**src/tick_timer_pkg.sv**
```systemverilog
// package: register map, field layout and constants of the tick timer
package tick_timer_pkg;
    localparam int unsigned   ADDR_W          = 8;
    localparam int unsigned   DATA_W          = 32;
    localparam int unsigned   CNT_W_DEF       = 24;
    // register byte offsets
    localparam logic [7:0]    OFF_CTRL_STATUS = 8'h10;
    localparam logic [7:0]    OFF_RELOAD      = 8'h14;
    localparam logic [7:0]    OFF_CURRENT     = 8'h18;
    localparam logic [7:0]    OFF_CALIB       = 8'h1C;
    localparam logic [7:0]    OFF_IRQ_STATUS  = 8'h20;
    localparam logic [7:0]    OFF_IRQ_MASK    = 8'h24;
    // tick_control_status fields
    localparam int unsigned   CSR_ENABLE_BIT  = 0;
    localparam int unsigned   CSR_IRQEN_BIT   = 1;
    localparam int unsigned   CSR_CLKSEL_BIT  = 2;
    localparam int unsigned   CSR_WRAP_BIT    = 16;
    // tick_calibration_properties fields
    localparam int unsigned   CAL_NO_REF_CLOCK_FLAG_BIT   = 31;
    localparam int unsigned   CAL_INEXACT_BIT = 30;
    localparam logic [23:0]   CAL_TEN_MS      = 24'h000000;
    localparam logic [31:0]   CAL_VALUE       = {1'b1, 1'b1, 6'h00, CAL_TEN_MS};
    // interrupt status / mask layout
    localparam int unsigned   IRQ_W           = 1;
    localparam int unsigned   IRQ_ZERO_BIT    = 0;
    // reset values
    localparam logic [31:0]   RST_WORD        = 32'h00000000;
endpackage : tick_timer_pkg

```
**src/tick_source_sel.sv**
```systemverilog
// module: timer clock source selection, gated by the interrupt controller clock
`timescale 1ns/1ps
`default_nettype none
module tick_source_sel
    import tick_timer_pkg::*;
(
    input  wire logic mclk_i,
    input  wire logic rst_n_i,
    input  wire logic ctl_clk_run_i,
    input  wire logic ref_tick_i,
    input  wire logic clk_select_i,
    output logic      count_en_o
);
    typedef struct packed {
        logic ref_prev;
    } src_st_t;

    src_st_t st_ff;
    src_st_t nxt_st;

    // remember the reference level to find its rising edge
    always_comb
    begin
        nxt_st          = st_ff;
        nxt_st.ref_prev = ref_tick_i;
    end

    always_ff @(posedge mclk_i or negedge rst_n_i)
    begin
        if (!rst_n_i)
            st_ff <= '0;
        else
            st_ff <= nxt_st;
    end

    // nothing counts while the interrupt controller clock is stopped
    assign count_en_o = ctl_clk_run_i &&
                        (clk_select_i || (ref_tick_i && !st_ff.ref_prev));
endmodule : tick_source_sel
`default_nettype wire

```
**src/tick_timer.sv**
```systemverilog
// module: 24-bit down-counting tick timer with calibration register and interrupt
//
// Function
// - calibration bit 31 reads one: no separate reference clock.
// - calibration bit 30 reads one: ten millisecond value inexact.
// - calibration bits 23:0 read zero: no calibration count.
// - counter advances only while the interrupt controller clock runs.
// - enabled counter decrements, reloads from zero next tick, continues.
// - wrap flag set on reaching zero, cleared by control register read.
// - current write clears value and wrap flag, reloads next tick, no request.
// - reaching zero raises a request only with interrupt enable bit set.
//
// Implementation choices: the strobed register port and the register offsets.
`timescale 1ns/1ps
`default_nettype none
module tick_timer
    import tick_timer_pkg::*;
#(
    parameter int unsigned CNT_W = CNT_W_DEF
)(
    input  wire logic              mclk_i,
    input  wire logic              rst_n_i,
    input  wire logic [ADDR_W-1:0] addr_i,
    input  wire logic [DATA_W-1:0] wdata_i,
    input  wire logic              wr_i,
    input  wire logic              rd_i,
    output logic      [DATA_W-1:0] rdata_o,
    input  wire logic              ctl_clk_run_i,
    input  wire logic              ref_tick_i,
    output logic                   irq_o
);
    typedef struct packed {
        logic              enable;
        logic              irq_en;
        logic              clk_sel;
        logic              wrap;
        logic [CNT_W-1:0]  reload;
        logic [CNT_W-1:0]  current;
        logic [IRQ_W-1:0]  irq_status;
        logic [IRQ_W-1:0]  irq_mask;
        logic [DATA_W-1:0] rdata;
    } tmr_st_t;

    tmr_st_t          st_ff;
    tmr_st_t          nxt_st;
    logic             count_en;
    logic             cur_wr;
    logic             csr_rd;
    logic             step;
    logic             hit;
    logic [DATA_W-1:0] rd_word;

    tick_source_sel u_src (
        .mclk_i        (mclk_i),
        .rst_n_i       (rst_n_i),
        .ctl_clk_run_i (ctl_clk_run_i),
        .ref_tick_i    (ref_tick_i),
        .clk_select_i  (st_ff.clk_sel),
        .count_en_o    (count_en)
    );

    // decode; the port carries whole words only, so no lane handling
    assign cur_wr = wr_i && (addr_i == OFF_CURRENT);
    assign csr_rd = rd_i && (addr_i == OFF_CTRL_STATUS);
    assign step   = st_ff.enable && count_en && !cur_wr;
    assign hit    = step && (st_ff.current == CNT_W'(1));         // one to zero

    // read mux; calibration word is a constant, independent of any write
    always_comb
    begin
        rd_word = '0;
        case (addr_i)
            OFF_CTRL_STATUS:
            begin
                rd_word[CSR_ENABLE_BIT] = st_ff.enable;
                rd_word[CSR_IRQEN_BIT]  = st_ff.irq_en;
                rd_word[CSR_CLKSEL_BIT] = st_ff.clk_sel;
                rd_word[CSR_WRAP_BIT]   = st_ff.wrap;
            end
            OFF_RELOAD:     rd_word[CNT_W-1:0] = st_ff.reload;
            OFF_CURRENT:    rd_word[CNT_W-1:0] = st_ff.current;
            OFF_CALIB:      rd_word = CAL_VALUE;
            OFF_IRQ_STATUS: rd_word[IRQ_W-1:0] = st_ff.irq_status;
            OFF_IRQ_MASK:   rd_word[IRQ_W-1:0] = st_ff.irq_mask;
            default:        rd_word = '0;                         // unmapped reads zero
        endcase
    end

    // next state: register writes, counting, flags
    always_comb
    begin
        nxt_st       = st_ff;
        nxt_st.rdata = rd_i ? rd_word : '0;
        if (wr_i)
        begin
            case (addr_i)
                OFF_CTRL_STATUS:
                begin
                    nxt_st.enable  = wdata_i[CSR_ENABLE_BIT];
                    nxt_st.irq_en  = wdata_i[CSR_IRQEN_BIT];
                    nxt_st.clk_sel = wdata_i[CSR_CLKSEL_BIT];
                end
                OFF_RELOAD:   nxt_st.reload   = wdata_i[CNT_W-1:0];
                OFF_IRQ_MASK: nxt_st.irq_mask = wdata_i[IRQ_W-1:0];
                OFF_IRQ_STATUS:
                    nxt_st.irq_status = st_ff.irq_status & ~wdata_i[IRQ_W-1:0];
                default: ;                                        // calibration ignores writes
            endcase
        end
        // a zero current value makes the next tick load the reload value
        if (cur_wr)
        begin
            nxt_st.current = '0;
            nxt_st.wrap    = 1'b0;
        end
        else if (step)
        begin
            if (st_ff.current == '0)
                nxt_st.current = st_ff.reload;
            else
                nxt_st.current = st_ff.current - 1'b1;
        end
        // set wins over the read clear so a wrap is never lost
        if (hit)
            nxt_st.wrap = 1'b1;
        else if (csr_rd)
            nxt_st.wrap = 1'b0;
        // request only with interrupt enable; a current write never gets here
        if (hit && st_ff.irq_en)
            nxt_st.irq_status[IRQ_ZERO_BIT] = 1'b1;
    end

    always_ff @(posedge mclk_i or negedge rst_n_i)
    begin
        if (!rst_n_i)
            st_ff <= '0;
        else
            st_ff <= nxt_st;
    end

    assign rdata_o = st_ff.rdata;
    assign irq_o   = |(st_ff.irq_status & st_ff.irq_mask);
endmodule : tick_timer
`default_nettype wire

```
**config.mk**
```make
export PLATFORM = sky130hd
export DESIGN_NAME = tick_timer
export DESIGN_NICKNAME = d
export VERILOG_FILES = /design/src/tick_timer_pkg.sv /design/src/tick_source_sel.sv /design/src/tick_timer.sv
export SDC_FILE = /design/constraint.sdc
export NUM_CORES = 1
export LEC_CHECK = 0
export BUFFER_PORTS_ARGS = -buffer_cell sky130_fd_sc_hd__buf_2
export CAP_MARGIN = 10
export CORE_MARGIN = 2
export CORE_UTILIZATION = 25
export CTS_CLUSTER_SIZE = 16
export DETAILED_ROUTE_END_ITERATION = 10
export PLACE_DENSITY = 0.51
export SYNTH_ARGS = -nofsm -noshare
export SYNTH_HDL_FRONTEND = slang
export SYNTH_SLANG_ARGS = --single-unit
export TNS_END_PERCENT = 100
```
**constraint.sdc**
```tcl
create_clock -name mclk_i -period 2.8 [get_ports mclk_i]
set_clock_uncertainty 0.05 [all_clocks]
set_input_delay 0.56 -clock mclk_i [delete_from_list [all_inputs] [get_ports mclk_i]]
set_output_delay 0.56 -clock mclk_i [all_outputs]
set_load 0.03 [all_outputs]
```
# ---- Word-level counts from Yosys, hierarchy flattened
# Index checks and enable logic that the tools add are counted.
dict set report totals {
  regBits 87
  latch_bits 0
  ram_bits 0
  mem_bits_ro 0
  input_bits 46
  memories 0
}
dict set report classes {
  n_addsub 1
  n_mul 0
  div 0
  magnitude_cmp 0
  n_eq_ne 7
  shifts 0
  mux 17
  n_bitwise 3
  reduce_logical 20
}
# operator count
set op_table {}
lappend op_table {{$mux W24} 3}
lappend op_table {{$eq A8 B5 Y1 const B} 4}
lappend op_table {{$mux W32} 1}
lappend op_table {{$pmux W13 S2} 1}
lappend op_table {{$eq A24 B1 Y1 const B} 1}
lappend op_table {{$logic_not A24 Y1} 1}
lappend op_table {{$sub A24 B1 Y24 const B} 1}
lappend op_table {{$eq A8 B6 Y1 const B} 2}
lappend op_table {{$pmux W7 S2} 1}
lappend op_table {{$logic_and A1 B1 Y1} 8}
lappend op_table {{$mux W8} 1}
lappend op_table {{$reduce_and A2 Y1} 4}
lappend op_table {{$mux W1} 6}
lappend op_table {{$pmux W2 S3} 1}
lappend op_table {{$reduce_bool A2 Y1} 3}
lappend op_table {{$pmux W1 S5} 1}
lappend op_table {{$pmux W1 S3} 1}
lappend op_table {{$reduce_bool A3 Y1} 1}
lappend op_table {{$and A1 B1 Y1} 2}
lappend op_table {{$logic_not A1 Y1} 2}
lappend op_table {{$mux W2} 1}
lappend op_table {{$logic_or A1 B1 Y1} 1}
lappend op_table {{$not A1 Y1} 1}

# ---- Logic depth before layout (Yosys ltp)
dict set report depth {
  word_depth 10
  depth_mapped 9
  mapped_depth_nobuf 7
}

# ---- By module
# A second synthesis with hierarchy kept.
dict set report unflattened {
  cells_unflattened 430
  area_unflattened_um2 4264.1
}
# module instances cells_per_inst area_per_inst_um2
set by_module_without_submodules {}
lappend by_module_without_submodules {tick_timer 1 427 4217.8}
lappend by_module_without_submodules {tick_source_sel 1 3 46.3}

# ---- Worst setup path after synthesis
# Ideal clock, no wire load.
dict set report synth_timing {
  kind {reg2reg}
  from {reg st_ff[34] in the netlist's numbering}
  to {reg st_ff[56] in the netlist's numbering}
  setup_ps 138
  t_arrival_ps 2018
  required_time_ps 2612
  setup_slack_ps 594
  stages_incl_launch_ff 9
  path_buffers 1
  path_cell_list {dfrtp_1 -> inv_1 -> ha_1 -> or4b_1 -> nor4_4 -> nand2_1 -> clkbuf_1 -> o21ai_0 -> a21oi_1}
}
dict set report synth_between {
  elab_chain_len 4
}
# item line_no
set synth_rtl {}
lappend synth_rtl {{from (decl)} tick_timer.sv:44} ;# tmr_st_t st_ff;
lappend synth_rtl {{from (signal assigned)} tick_timer.sv:138} ;# st_ff <= nxt_st;
lappend synth_rtl {{$sub A24 B1 Y24 or $logic_not A24 Y1 (tied branches)} {tick_timer.sv:121, tick_timer.sv:118}}
lappend synth_rtl {{$mux W24 *} tick_timer.sv:118} ;# if (st_ff.current == '0)
lappend synth_rtl {{$mux W24 *} tick_timer.sv:116} ;# else if (step)
lappend synth_rtl {{$mux W24 *} tick_timer.sv:111} ;# if (cur_wr)
# Every way passes the cells marked *; elsewhere a longest branch is shown, timed or not. The select of a mux whose other input is x is not followed.
# A chain may end at the register's enable or synchronous reset.

# ---- Worst setup path in the final report
dict set report layout_timing {
  from {reg st_ff[34] in the netlist's numbering}
  to {reg st_ff[45] in the netlist's numbering}
}
# The elaborated chain is that of the path after synthesis.

==> results.toml <==
[clock_network]
clock_insertion_delay_worst_skew_ns = 0.35
tritoncts = "done"
cts-htree-levels = 3
ctsLongestPathBuffers = 2
clock_transition_at_the_registers_of_the_reported_paths_ns = 0.06
cts_resized = 0
postCtsHoldBufs = 0
cts_made_buffers = 9
cts_setup_buffers = 0
clk_root_buffer_cell = "clkbuf_16"
cts.sinks = 80

[sta]
period_share_pct = 85.9
rsz0062_at_grt = "no"
worst_slew_margin_rel_pct = 57.7
fmaxAchievable_mhz = 416
slew_viol_final = 0
timing_hold_violations_final = 0
finalSetupViolations = 0
post_route_setup_tns_ns = 0
tightest_slew_ns = 0.628
timing.final.crit_period_ns = 2.40

[routing]
met2RoutedLength_um = 5300
wl_met3_um = 669
m1WireLength_um = 5270
wl_per_cell_um = 16.1
num_vias = 3402
postRouteAntennaNets = 0
route.top_layer_used = "met4"
post_drt_via_cell_ratio = 4.81
drc_errors = 0
drt_iter0_markers = 187
detail_route.wirelength_um = 11400
dr.pass1.iters = 5

[die]
chipWidth_um = 136
ios = 79
vertical_die_dimension_um = 136
floorplan.rows = 48
design.die.area_um2 = 18400
initial_utilization_pct = 25.3
fp.coreArea_um2 = 17100

[outcome]
outcome = "finished clean"

[synthesis]
asyncSetResetFlopFracSynth_pct = 100
synth_enable_flop_cells = 0
synth.yosys.warnings = 0
yosys.area_share.adder_pct = 0.868
synth.mux.area_fraction_pct = 8.44
yosysSeqAreaShare_pct = 46.3
ys_types = 54
postSynth.topFlopCell = "dfrtp_1"
synthDominantCellAreaShare_pct = 46.3
synth_xor_area_share_pct = 0
synth_compound_area_share_pct = 16.0
synth_area_um2 = 4330
synthTopCellsByArea = "dfrtp_1 46%, mux2_2 7.3%, buf_4 5.6%"
synth_simple_gate_area_share_pct = 19.0
synth.ff_latch_count = 80
syn_inst = 436
synth_top_area_cell = "dfrtp_1"
synth_top_family_by_area = "simple AND/OR/NAND/NOR gates"
post_synth.cell_area_avg_um2 = 9.92

[power_and_ir_drop]
ir_drop_mv = 0.284
power_leakage_nw = 2.33
power-per-cell-area_nw_per_um2 = 537

[global_routing]
grt_antenna_before_repair = 0
grt_remaining_overflow = 0
largest_net_degree_at_the_start_of_global_routing = 47
vias_in_the_first_global_route = 3533
groute.usage.overall_pct = 13.3
grt_pass1_wl_um = 19000

[layout]
most_frequent_standard_cell_in_the_layout_excluding_fill_and_tap_cells = "dfrtp_1"
stdcell_area_um2 = 5050
finalNetCount = 527
leading_cell_types_in_the_layout_fill_and_taps_excluded = "80 x dfrtp_1, 63 x buf_2, 35 x a21oi_1, 28 x nand2_1, 28 x mux2_2"
sequential_cell_area_in_the_final_layout_um2 = 2000
final_layout_size_suffix_gt1_share_pct = 28.2
multi_input_comb_area_um2 = 1940
antenna_cells_inserted = 0
synthToLayoutAreaGrowth_pct = 16.6
fillers = 1812

[setup_path]
startpoint = "st_ff[34]"
cp_slowest_stage_delay_ns = 0.50
cp_max_fo = 11
end_kind = "register"
worst-endpoint-required_ns = 2.99
worst-path-buf-inv = 2
cp-start-kind = "register"
r2r-start = "st_ff[34]"
crit_family = "simple AND/OR/NAND/NOR gates"
crit_slowest_cell = "or4b_1"
critical_path_class = "register to register"
timing.critical_path.arrival_ns = 2.59
r2r_setup_slack_ns = 0.40
crit_path_cell_trace = "inv_1 -> ha_1 -> or4b_1 -> nor4_4 -> and2_1 -> buf_4 -> o21ai_1 -> a221oi_1"

[placement]
postPlaceCellArea_um2 = 4750
place.detailed.hpwl_um = 8200
placement.io_buffers = 64
place_congestion = 0.850

[min_path]
min-delay-path-class = "input pin to async pin"

[run]
cap_violations = 0
## sequential cells by signal, summed over array words and instances, names as in the netlist
register	flops
rdata_o	25
st_ff	54
u_src.st_ff	1
## cell type report
| type | instances | area share, % |
|---|---|---|
| clock inverter | 2 | 0.248 |
| sequential | 80 | 39.7 |
| clock buffer | 13 | 5.55 |
| multi-input combinational | 292 | 38.4 |
| tap | 225 | 5.58 |
| timing repair buffer | 85 | 9.77 |
| inverter | 10 | 0.744 |
## Yosys cell counts, types with 3 or more instances
library cell / count
o211ai_1: 3
nor3_1: 4
and3_1: 6
a211oi_1: 5
or4_1: 5
o22ai_1: 7
nand3_1: 12
a21oi_1: 35
buf_4: 32
o21ai_1: 4
nor4_1: 6
dfrtp_1: 80
o311ai_0: 3
buf_2: 6
nand2_1: 28
a22oi_1: 24
mux2_2: 28
clkbuf_1: 15
nor2_1: 22
mux2i_1: 5
inv_1: 10
nand2b_1: 4
or3_1: 5
and2_1: 5
o21ai_0: 8
nand4_1: 4
nor3b_1: 3
nor2b_1: 25
o21a_1: 4
ha_1: 3
a21o_1: 3
## through the flow
step	hold WS [ns]	worst slack (ns)	cells	power, mW	util [%]
floorplan	0.214	0.594	441	1.45	-
global placement	0.416	0.351	692	1.57	27.8
detailed placement	0.423	0.271	692	1.58	27.8
CTS	0.208	0.387	707	2.75	29.5
global route	0.233	0.177	707	2.83	29.5
finish	0.186	0.395	707	2.71	29.5
## layer usage
metal | up-vias | track usage [%]
met5 | - | 0
met4 | 0 | 4.75
met3 | 11 | 3.11
met2 | 107 | 20.9
met1 | 1662 | 18.0
li1 | 1622 | -
## power breakdown
group | total (mW) | internal, mW | leakage (nW) | switching [mW]
clock | 1.16 | 0.691 | 0.144 | 0.464
combinational | 0.321 | 0.131 | 1.10 | 0.190
sequential | 1.23 | 1.19 | 1.09 | 0.0422
## final timing paths
kind | cells past startpoint | to
worst min register to register | 1 | st_ff[82]
min in group mclk_i | 1 | u_src.st_ff
max in group asynchronous | 2 | rdata_o[1]
worst min-delay path | 1 | rdata_o[10]
worst max register to register | 8 | st_ff[45]
worst max-delay path | 8 | st_ff[45]
## logic make-up (layout without fill, tap and decap cells)
family | after synthesis | count (layout)
muxes | 33 | 33
buffers and inverters | 69 | 110
other | 1 | 6
adders and majority gates | 3 | 3
and+or+nand+nor | 143 | 143
DFF | 80 | 80
AOI/OAI and AO/OA | 107 | 107
Note: power is estimated with default switching activity, not from simulation.
